`src/jtdr_pkg.sv`:
```
package jtdr_pkg;
  // ==========================================================================
  // Instruction codes, 3-bit instruction register
  // ==========================================================================
  localparam int          JTDR_IR_W       = 3;
  localparam logic [2:0]  JTDR_OP_EXTEST  = 3'h0;
  localparam logic [2:0]  JTDR_OP_HIGHZ   = 3'h2;
  localparam logic [2:0]  JTDR_OP_CLAMP   = 3'h3;
  localparam logic [2:0]  JTDR_OP_SAMPLE  = 3'h4;
  localparam logic [2:0]  JTDR_OP_IDCODE  = 3'h6;
  localparam logic [2:0]  JTDR_OP_BYPASS  = 3'h7;
  // ==========================================================================
  // Identification word layout
  // ==========================================================================
  localparam int          JTDR_ID_W       = 32;
  localparam int          JTDR_ID_MFR_LSB = 1;
  localparam int          JTDR_ID_MFR_W   = 11;
  localparam int          JTDR_ID_DEV_LSB = 12;
  localparam int          JTDR_ID_DEV_W   = 16;
  localparam int          JTDR_ID_VER_LSB = 28;
  localparam int          JTDR_ID_VER_W   = 4;
  localparam logic [31:0] JTDR_ID_RESET   = 32'h0000_0001;
  // TAP states
  typedef enum logic [3:0] {
    JTDR_TLR, JTDR_RTI, JTDR_SEL_DR, JTDR_CAP_DR, JTDR_SH_DR, JTDR_EX1_DR,
    JTDR_PA_DR, JTDR_EX2_DR, JTDR_UPD_DR, JTDR_SEL_IR, JTDR_CAP_IR,
    JTDR_SH_IR, JTDR_EX1_IR, JTDR_PA_IR, JTDR_EX2_IR, JTDR_UPD_IR
  } jtdr_state_t;
endpackage : jtdr_pkg

```
`src/jtdr_test_regs.sv`:
```
`timescale 1ns/1ps
`default_nettype none
// Behaviour
// [RULE1] Bypass, boundary scan and identification registers are all present.
// [RULE2] Boundary register has a shift stage and a latched output per cell.
// [RULE3] Bypass register is one stage, shortest in-to-out path.
// [RULE4] Bypass is selected under BYPASS, CLAMP and HIGHZ.
// [RULE5] Identification register: 32 shift stages plus 32-bit latched output.
// [RULE6] Identification selected under IDCODE or in Test-Logic-Reset.
// [RULE7] Boundary register length is a parameter.
// [RULE8] Three-bit instruction codes: 000,010,011,100,110,111.
// [RULE9] ID word: bit0 one, 11-bit maker, 16-bit device, 4-bit version.
// [RULE10] IDCODE: capture ID in Capture-DR, shift it out in Shift-DR.
// [RULE11] HIGHZ floats outputs; CLAMP drives held boundary latch values.
module jtdr_test_regs
  import jtdr_pkg::*;
#(
  parameter int          BSR_LEN = 8,            // see [RULE7]
  parameter logic [10:0] MFR_ID  = 11'h0AA,      // Arbitrary value
  parameter logic [15:0] DEV_ID  = 16'h1234,     // Arbitrary value
  parameter logic [3:0]  VER_ID  = 4'h1          // Arbitrary value
) (
  input  wire logic               i_ref_clk,
  input  wire logic               i_rst_n,
  input  wire logic               i_clk_en,
  input  wire logic               i_test_clock_in,
  input  wire logic               i_tms,
  input  wire logic               i_tdi,
  input  wire logic [BSR_LEN-1:0] i_pin_in,
  input  wire logic [BSR_LEN-1:0] i_core_out,
  output logic                    o_tdo,
  output logic                    o_tdo_oe,
  output logic [BSR_LEN-1:0]      o_pin_out,
  output logic                    o_pin_oe,
  output logic [2:0]              o_instr,
  output logic [31:0]             o_id_latch
);
  // ==========================================================================
  // Pin synchronisers: three stages, test clock change accepted when stages 2 and 3 agree
  // ==========================================================================
  logic [2:0] tck_sync_reg, tms_sync_reg, tdi_sync_reg;
  logic       tck_level_reg;
  // Boundary cell inputs are pins too, so they get the same three-stage filter
  logic [BSR_LEN-1:0] pin_s1_reg, pin_s2_reg, pin_s3_reg, pin_level_reg;
  wire  [BSR_LEN-1:0] pin_agree = ~(pin_s2_reg ^ pin_s3_reg);
  always_ff @(posedge i_ref_clk or negedge i_rst_n) begin
    if (!i_rst_n) begin
      tck_sync_reg  <= 3'h0;
      tms_sync_reg  <= 3'h0;
      tdi_sync_reg  <= 3'h0;
      tck_level_reg <= 1'b0;
      pin_s1_reg    <= '0;
      pin_s2_reg    <= '0;
      pin_s3_reg    <= '0;
      pin_level_reg <= '0;
    end else if (i_clk_en) begin
      tck_sync_reg  <= {tck_sync_reg[1:0], i_test_clock_in};
      tms_sync_reg  <= {tms_sync_reg[1:0], i_tms};
      tdi_sync_reg  <= {tdi_sync_reg[1:0], i_tdi};
      if (tck_sync_reg[1] == tck_sync_reg[2])
        tck_level_reg <= tck_sync_reg[2];
      pin_s1_reg    <= i_pin_in;
      pin_s2_reg    <= pin_s1_reg;
      pin_s3_reg    <= pin_s2_reg;
      pin_level_reg <= (pin_s3_reg & pin_agree) | (pin_level_reg & ~pin_agree); // Bits in disagreement hold
    end
  end
  // Edges of the filtered test clock; TMS/TDI sampled from stage 3
  wire tck_agree = (tck_sync_reg[1] == tck_sync_reg[2]);
  wire tck_rise  = i_clk_en & tck_agree & tck_sync_reg[2] & ~tck_level_reg;
  wire tck_fall  = i_clk_en & tck_agree & ~tck_sync_reg[2] & tck_level_reg;
  wire tms_s     = tms_sync_reg[2];
  wire tdi_s     = tdi_sync_reg[2];

  // ==========================================================================
  // TAP sequencer (needed to drive the data registers)
  // ==========================================================================
  jtdr_state_t state_reg, state_next;
  always_comb begin
    case (state_reg)
      JTDR_TLR:    state_next = tms_s ? JTDR_TLR    : JTDR_RTI;
      JTDR_RTI:    state_next = tms_s ? JTDR_SEL_DR : JTDR_RTI;
      JTDR_SEL_DR: state_next = tms_s ? JTDR_SEL_IR : JTDR_CAP_DR;
      JTDR_CAP_DR: state_next = tms_s ? JTDR_EX1_DR : JTDR_SH_DR;
      JTDR_SH_DR:  state_next = tms_s ? JTDR_EX1_DR : JTDR_SH_DR;
      JTDR_EX1_DR: state_next = tms_s ? JTDR_UPD_DR : JTDR_PA_DR;
      JTDR_PA_DR:  state_next = tms_s ? JTDR_EX2_DR : JTDR_PA_DR;
      JTDR_EX2_DR: state_next = tms_s ? JTDR_UPD_DR : JTDR_SH_DR;
      JTDR_UPD_DR: state_next = tms_s ? JTDR_SEL_DR : JTDR_RTI;
      JTDR_SEL_IR: state_next = tms_s ? JTDR_TLR    : JTDR_CAP_IR;
      JTDR_CAP_IR: state_next = tms_s ? JTDR_EX1_IR : JTDR_SH_IR;
      JTDR_SH_IR:  state_next = tms_s ? JTDR_EX1_IR : JTDR_SH_IR;
      JTDR_EX1_IR: state_next = tms_s ? JTDR_UPD_IR : JTDR_PA_IR;
      JTDR_PA_IR:  state_next = tms_s ? JTDR_EX2_IR : JTDR_PA_IR;
      JTDR_EX2_IR: state_next = tms_s ? JTDR_UPD_IR : JTDR_SH_IR;
      JTDR_UPD_IR: state_next = tms_s ? JTDR_SEL_DR : JTDR_RTI;
      default:     state_next = JTDR_TLR;
    endcase
  end

  always_ff @(posedge i_ref_clk or negedge i_rst_n) begin
    if (!i_rst_n)
      state_reg <= JTDR_TLR;
    else if (tck_rise)
      state_reg <= state_next;
  end

  // ==========================================================================
  // Register selection
  // ==========================================================================
  logic [2:0] ir_shift_reg;
  logic [2:0] ir_reg;
  wire in_tlr   = (state_reg == JTDR_TLR);
  wire sel_id   = in_tlr | (ir_reg == JTDR_OP_IDCODE);                 // see [RULE6]
  wire sel_byp  = ~sel_id & ((ir_reg == JTDR_OP_BYPASS) | (ir_reg == JTDR_OP_CLAMP)
                             | (ir_reg == JTDR_OP_HIGHZ));              // see [RULE4]
  // Unlisted codes fall back to bypass, the safe choice
  wire sel_bsr  = ~sel_id & ((ir_reg == JTDR_OP_EXTEST) | (ir_reg == JTDR_OP_SAMPLE));
  wire sel_byp_all = ~sel_id & ~sel_bsr;
  wire cap_dr   = tck_rise & (state_reg == JTDR_CAP_DR);
  wire sh_dr    = tck_rise & (state_reg == JTDR_SH_DR);
  wire upd_dr   = tck_fall & (state_reg == JTDR_UPD_DR);
  wire [31:0] id_word = {VER_ID, DEV_ID, MFR_ID, 1'b1};                 // see [RULE9]

  // ==========================================================================
  // Instruction register; capture loads 01 per standard
  // ==========================================================================
  always_ff @(posedge i_ref_clk or negedge i_rst_n) begin
    if (!i_rst_n) begin
      ir_shift_reg <= 3'h0;
      ir_reg       <= JTDR_OP_IDCODE;
    end else if (i_clk_en) begin
      if (tck_rise && state_reg == JTDR_CAP_IR)
        ir_shift_reg <= 3'h1;
      else if (tck_rise && state_reg == JTDR_SH_IR)
        ir_shift_reg <= {tdi_s, ir_shift_reg[2:1]};
      if (in_tlr)
        ir_reg <= JTDR_OP_IDCODE;                                       // see [RULE6]
      else if (tck_fall && state_reg == JTDR_UPD_IR)
        ir_reg <= ir_shift_reg;                                         // see [RULE8]
    end
  end

  // ==========================================================================
  // Data registers: bypass, identification, boundary scan
  // ==========================================================================
  logic               byp_reg;
  logic [31:0]        id_shift_reg;
  logic [BSR_LEN-1:0] bsr_shift_reg;
  logic [BSR_LEN-1:0] bsr_latch_reg;
  always_ff @(posedge i_ref_clk or negedge i_rst_n) begin
    if (!i_rst_n) begin
      byp_reg       <= 1'b0;
      id_shift_reg  <= JTDR_ID_RESET;
      bsr_shift_reg <= '0;
    end else begin
      if (cap_dr)
        byp_reg <= 1'b0;
      else if (sh_dr && sel_byp_all)
        byp_reg <= tdi_s;                                               // see [RULE3]
      if (cap_dr && sel_id)
        id_shift_reg <= id_word;                                        // see [RULE10]
      else if (sh_dr && sel_id)
        id_shift_reg <= {tdi_s, id_shift_reg[31:1]};                    // see [RULE5]
      if (cap_dr && sel_bsr)
        bsr_shift_reg <= pin_level_reg;                                 // see [RULE2]
      else if (sh_dr && sel_bsr)
        bsr_shift_reg <= {tdi_s, bsr_shift_reg[BSR_LEN-1:1]};
    end
  end

  // Latched outputs change only on Update-DR, so shifting never disturbs pins
  always_ff @(posedge i_ref_clk or negedge i_rst_n) begin
    if (!i_rst_n) begin
      bsr_latch_reg <= '0;
      o_id_latch    <= JTDR_ID_RESET;
    end else if (upd_dr) begin
      if (sel_bsr)
        bsr_latch_reg <= bsr_shift_reg;                                 // see [RULE2]
      if (sel_id)
        o_id_latch <= id_shift_reg;                                     // see [RULE5]
    end
  end

  // ==========================================================================
  // Serial output on falling test clock edge; pin drive per instruction
  // ==========================================================================
  wire tdo_bit = (state_reg == JTDR_SH_IR) ? ir_shift_reg[0] :
                 sel_id  ? id_shift_reg[0] :
                 sel_bsr ? bsr_shift_reg[0] : byp_reg;                  // see [RULE1]
  wire shifting = (state_reg == JTDR_SH_DR) | (state_reg == JTDR_SH_IR);
  wire test_mode = (ir_reg == JTDR_OP_EXTEST) | (ir_reg == JTDR_OP_CLAMP);
  always_ff @(posedge i_ref_clk or negedge i_rst_n) begin
    if (!i_rst_n) begin
      o_tdo     <= 1'b0;
      o_tdo_oe  <= 1'b0;
      o_pin_out <= '0;
      o_pin_oe  <= 1'b1;
      o_instr   <= JTDR_OP_IDCODE;
    end else if (i_clk_en) begin
      if (tck_fall) begin
        o_tdo    <= tdo_bit;
        o_tdo_oe <= shifting;
      end
      o_pin_out <= test_mode ? bsr_latch_reg : i_core_out;              // see [RULE11]
      o_pin_oe  <= (ir_reg != JTDR_OP_HIGHZ);                           // see [RULE11]
      o_instr   <= ir_reg;
    end
  end
endmodule : jtdr_test_regs
`default_nettype wire

```
`config.mk`:
```
export PLATFORM = sky130hd
export DESIGN_NAME = jtdr_test_regs
export DESIGN_NICKNAME = d
export VERILOG_FILES = /design/src/jtdr_pkg.sv /design/src/jtdr_test_regs.sv
export SDC_FILE = /design/constraint.sdc
export NUM_CORES = 1
export LEC_CHECK = 0
export ABC_AREA = 1
export BUFFER_PORTS_ARGS = -buffer_cell sky130_fd_sc_hd__buf_2
export CAP_MARGIN = 20
export CORE_ASPECT_RATIO = 0.6
export CORE_MARGIN = 3
export CORE_UTILIZATION = 35
export CTS_CLUSTER_DIAMETER = 40
export DETAILED_ROUTE_END_ITERATION = 16
export MAX_ROUTING_LAYER = met4
export REMOVE_ABC_BUFFERS = 1
export SKIP_CTS_REPAIR_TIMING = 1
export SLEW_MARGIN = 20
export SYNTH_ARGS = -nofsm -noshare
export SYNTH_HDL_FRONTEND = slang
export SYNTH_SLANG_ARGS = --single-unit
```
`constraint.sdc`:
```
create_clock -name i_ref_clk -period 2.3 [get_ports i_ref_clk]
set_input_delay 0.23 -clock i_ref_clk [delete_from_list [all_inputs] [get_ports i_ref_clk]]
set_output_delay 0.23 -clock i_ref_clk [all_outputs]
set_load 0.005 [all_outputs]
```
; ---- Word level (Yosys, flattened, before mapping)
; Cells that the tools add are included.
[op_classes]
bitwise_logic = 24
n_eq_ne = 20
n_reduce_logical = 24
n_mux = 27
[op_table]
columns = cell, n
row1 = two-way mux 32 bit, 2
row2 = case mux 4 bit (12 select lines), 1
row3 = "== test 4 bit, second input constant", 8
row4 = two-way mux 8 bit, 3
row5 = two-way mux 3 bit, 6
row6 = bitwise AND 8 bit, 2
row7 = "== test 4 x 3 -> 1 bit, second input constant", 4
row8 = two-way mux 4 bit, 4
row9 = NOT 8 bit, 2
row10 = AND reduction 2 bit, 6
row11 = bitwise AND 1 bit, 10
row12 = nonzero test 2 bit, 5
row13 = "== test 4 x 2 -> 1 bit, second input constant", 2
row14 = logical AND 1 bit, 8
row15 = two-way mux 1 bit, 8
row16 = bitwise OR 8 bit, 1
row17 = XOR 8 bit, 1
row18 = "== test 3 bit, second input constant", 2
row19 = two-way mux 2 bit, 3
row20 = "== test 4 x 1 -> 1 bit, second input constant", 1
row21 = logical NOT 4 bit, 1
row22 = NOT 1 bit, 4
row23 = bitwise OR 1 bit, 4
row24 = OR reduction 2 bit, 2
row25 = other kinds (5), 5
[totals]
output_inout_bits = 46
wordCells = 116
regBits = 147

; ---- Longest topological paths before layout
[logic_depth]
ltp_word = 9
ltp_mapped = 10
mapped_depth_nobuf = 9

; ---- Worst setup path after synthesis
; Ideal clock, no wire load.
[synth_path]
path_type = reg-to-reg
from = register state_reg[2]
to = register id_shift_reg[16]
t_arrival_ns = 1.352
required_time_ns = 2.172
setup_ns = 0.128
n_path_buf = 2
slack_ns = 0.821
path_stages_with_launch = 9
cell_sequence = dfrtp_1 -> nor2_4 -> nand2_4 -> nand2_4 -> nand3_4 -> buf_6 -> buf_6 -> nand2_1 -> o21ai_0
[synth_via]
elab_chain_len = 4
[synth_rtl]
columns = element, line_no
row1 = "start, declared", jtdr_test_regs.sv:78  ; jtdr_state_t state_reg, state_next;
row2 = "start signal, assigned", jtdr_test_regs.sv:105  ; state_reg <= state_next;
row3 = == test 4 x 2 -> 1 bit (tied with other cells), jtdr_test_regs.sv:120  ; wire cap_dr = tck_rise & (state_reg == JTDR_CAP_DR);
row4 = bitwise AND 1 bit (tied with other cells), jtdr_test_regs.sv:120
row5 = "logical AND 1 bit, on equally long branches", "jtdr_test_regs.sv:161, jtdr_test_regs.sv:163"
row6 = two-way mux 32 bit / nonzero test 2 bit (equally long branches), -
row7 = "end signal, assigned", jtdr_test_regs.sv:162  ; id_shift_reg <= id_word;
row8 = "end signal, assigned", jtdr_test_regs.sv:164  ; id_shift_reg <= {tdi_s, id_shift_reg[31:1]};
row9 = "end, declared", jtdr_test_regs.sv:148  ; logic [31:0] id_shift_reg;
; Several ways; a longest one is shown, not always the timed one.
; A chain may end at the register's enable or synchronous reset.

; ---- Worst setup path after layout
[layout_path]
from = register state_reg[1]
to = register bsr_latch_reg[7]
[layout_via]
elab_chain_len = 5
[layout_rtl]
columns = element, line_no
row1 = logical NOT 4 bit, jtdr_test_regs.sv:113  ; wire in_tlr = (state_reg == JTDR_TLR);
row2 = bitwise OR 1 bit, jtdr_test_regs.sv:114  ; wire sel_id = in_tlr | (ir_reg == JTDR_OP_IDCODE);
row3 = NOT 1 bit, jtdr_test_regs.sv:118  ; wire sel_bsr = ~sel_id & ((ir_reg == JTDR_OP_EXTEST) | (ir_reg == JTDR_OP_SAMPLE));
row4 = bitwise AND 1 bit, jtdr_test_regs.sv:118
row5 = AND reduction 2 bit (no line) *, -
row6 = "end signal, assigned", jtdr_test_regs.sv:179  ; bsr_latch_reg <= bsr_shift_reg;
row7 = "end, declared", jtdr_test_regs.sv:150  ; logic [BSR_LEN-1:0] bsr_latch_reg;
; Mark *: on every way between the ends. The rest lies on a longest branch, timed or not.

==> summary.txt <==
Final layout
  – Antenna cells: 0
  – Layout area overhead: 17.6%
  – NumNets Final: roughly 800
  – Final Instance Area: 7490 um^2
  – Share of cells above drive strength 1: 0.172

Setup path
  – Buffers & Inverters on Critical Path: 1
  – Crit-path max cell delay: 0.57 ns
  – CP Capture Type: flop
  – Worst Path Max Fanout: 15
  – Required @ worst endpoint: 2.60 ns
  – Crit Path Class: reg -> reg
  – Critical path's top delay family: simple AND/OR/NAND/NOR gates
  – Worst setup SP type: flop
  – Slowest CP cell: dfrtp_1
  – Data arrival, critical path: 2.33 ns
  – Critical-path cell list: nor2_4, nand2_4, inv_2, nor2_2, nand2_2, nand2_1, o21ai_1

Detailed routing
  – DR WL/cell: roughly 14 um
  – Drt pass-1 iters: 5
  – Vias/cell: 4.74
  – Vias: 4,938
  – Initial DRC Count: a little under 400
  – Remaining routing DRC violations: 0
  – Final WL: 14,600 um
  – Routed Antenna Nets: 0

STA
  – Final Hold Viols: 0
  – Worst Skew: 0.00693 ns
  – Setup TNS Final: 0 ns
  – Final setup viols: 0
  – Final setup margin: approximately 0.27 ns
  – Tmin final: 2.03 ns
  – Final Max Slew Viols: 0
  – Max_slew headroom: 0.579
  – RSZ-0062 raised after global routing: false
  – Slew @ Worst Pin: 0.632 ns
  – Post-route clock period utilization: 0.883
  – Fmax: 492 MHz

Floorplan
  – Initial Util: 0.364
  – Die H: 110 um
  – Site Rows: 37
  – Die area: 19,900 um^2
  – Core area: 17,500 um^2
  – Ports: 68
  – Chip width: 180 um

Power
  – VDD IR-drop max: 0.407 mV
  – Leak pwr: approximately 3.8 nW
  – Pwr Density: 1020 nW/um^2
  – Tot Pwr: between 7 and 8 mW

Synthesis
  – Yosys cell types: 32
  – Post-synth EDFFs: 0
  – Asr flop ratio synth: 1.00
  – Sequential fraction of the synthesis area: 0.579
  – Synth Register Bits: around 150
  – Mapped Area: 6370 um^2
  – Mean area per synthesized cell: 8.71 um^2
  – Area leader, netlist: dfrtp_1
  – Most frequent cell after synthesis: nand2_1
  – Primary FF master, synth: dfrtp_1
  – Post-Synthesis Cells: 731
  – Yosys top cell area share: 0.550
  – YS warnings: 0
  – Post-synth top cells: nand2_1 (235), dfrtp_1 (140), o21ai_0 (76)
  – Synth area leaders: dfrtp_1 (55%), nand2_1 (14%), o21ai_0 (6.0%)

Global route
  – Overflow after GRT: 0
  – Initial antenna violation count: 0
  – GR Util All Layers: 0.159
  – Largest net degree at the start of global routing: 51
  – First-pass GRT wire length: 25,200 um
  – Number of global-route vias before repair: 4,872

CTS
  – H-tree depth: 4
  – Clk pin slew, worst setup/hold paths: 0.06 ns
  – CTS tree: done
  – Clock root buffer: clkbuf_16
  – CTS Sinks: approximately 150
  – CTS Buf Count: 17
  – Latest clock arrival within the worst-skew pair: 0.42 ns
  – Clock buffer depth: 2

Min path
  – HP Class: in -> reg

Placed design
  – Pre-CTS worst setup slack: 0.252 ns
  – RePlAce Congestion: 0.874
  – DP Wirelength: approximately 10,000 um
  – Number of port buffers: 67
  – Area post-placement: 6930 um^2

Run
  – Max_cap viols: 0

Run status
  – Status: finished clean
-- layer usage --
layer / global-route usage / wire, um / up-vias
met5: - / 0 / -
met4: 0.0358 / 133 / 0
met3: 0.0408 / 716 / 15
met2: 0.202 / 5640 / 116
met1: 0.249 / 8140 / 2320
li1: - / - / 2487
-- path summary, 6_finish.rpt --
kind                       slack [ns]                      endpoint                startpoint  depth (start not counted)
min reg2reg                      0.46          o_pin_oe$_DFFE_PN1P_      o_pin_oe$_DFFE_PN1P_                          2
min                              0.02     pin_s1_reg[1]$_DFFE_PN0P_               i_pin_in[1]                          3
min in group asynchronous        0.34   tms_sync_reg[1]$_DFFE_PN0P_                   i_rst_n                          2
max in group asynchronous        1.26     pin_s3_reg[5]$_DFFE_PN0P_                   i_rst_n                          3
max reg2reg                      0.27  bsr_latch_reg[7]$_DFFE_PN0P_  state_reg[1]$_DFFE_PN0P_                          7
max                              0.27  bsr_latch_reg[7]$_DFFE_PN0P_  state_reg[1]$_DFFE_PN0P_                          7
-- report_power, final --
part	switching [mW]	internal (mW)	total, mW
sequential	0.317	3.03	3.34
clock	1.04	1.58	2.62
combinational	1.14	0.505	1.64
total	2.50	5.11	7.61
-- cell usage in the layout, fill, tap and decap left out, types with 2 or more instances in the layout --
master,n
nand2_1,235
dfrtp_1,140
o21ai_0,76
buf_2,66
nand3_1,61
inv_1,52
nor2_1,45
o21ai_1,24
clkbuf_16,17
a21oi_1,14
buf_4,10
nor2_4,7
o211ai_1,7
dfstp_2,7
nand2_4,6
inv_2,4
nand4_1,4
clkinv_2,4
nand2_2,3
o31ai_1,3
clkbuf_1,3
clkinv_4,2
bufinv_16,2
clkinvlp_4,2
buf_12,2
-- per-stage QoR --
step | util | hold slack (ns) | std cells
2_1_floorplan | - | -0.0656 | 698
3_3_place_gp | 0.396 | 0.208 | 1011
3_5_place_dp | 0.396 | 0.215 | 1011
4_1_cts | 0.427 | -0.220 | 1041
5_1_grt | 0.428 | 0.0162 | 1042
6_report | 0.428 | 0.0167 | 1042
-- kinds of logic after synthesis --
logic type | after synthesis | share of synthesized area
flip-flops | 147 | 0.579
buffers and inverters | 91 | 0.0643
multiplexers | 1 | 0.00177
AND/OR/NAND/NOR | 365 | 0.250
AO/OA/AOI/OAI | 127 | 0.105
-- worst min-delay path, delay by kind of cell --
kind / cells / cell delay [ns]
buf+inv: 1 / 0.07
simple gates: 2 / 0.09
-- area by class of cell --
cell class | count | area [um^2]
fillers | 1740 | 10000
repair buffers | 80 | 467
multi-input cells | 493 | 2270
flip-flops and latches | 147 | 3690
clock buffers | 20 | 437
well taps | 234 | 293
inverters | 58 | 220
clock inverters | 10 | 113
Note: power is estimated with default switching activity, not from simulation.
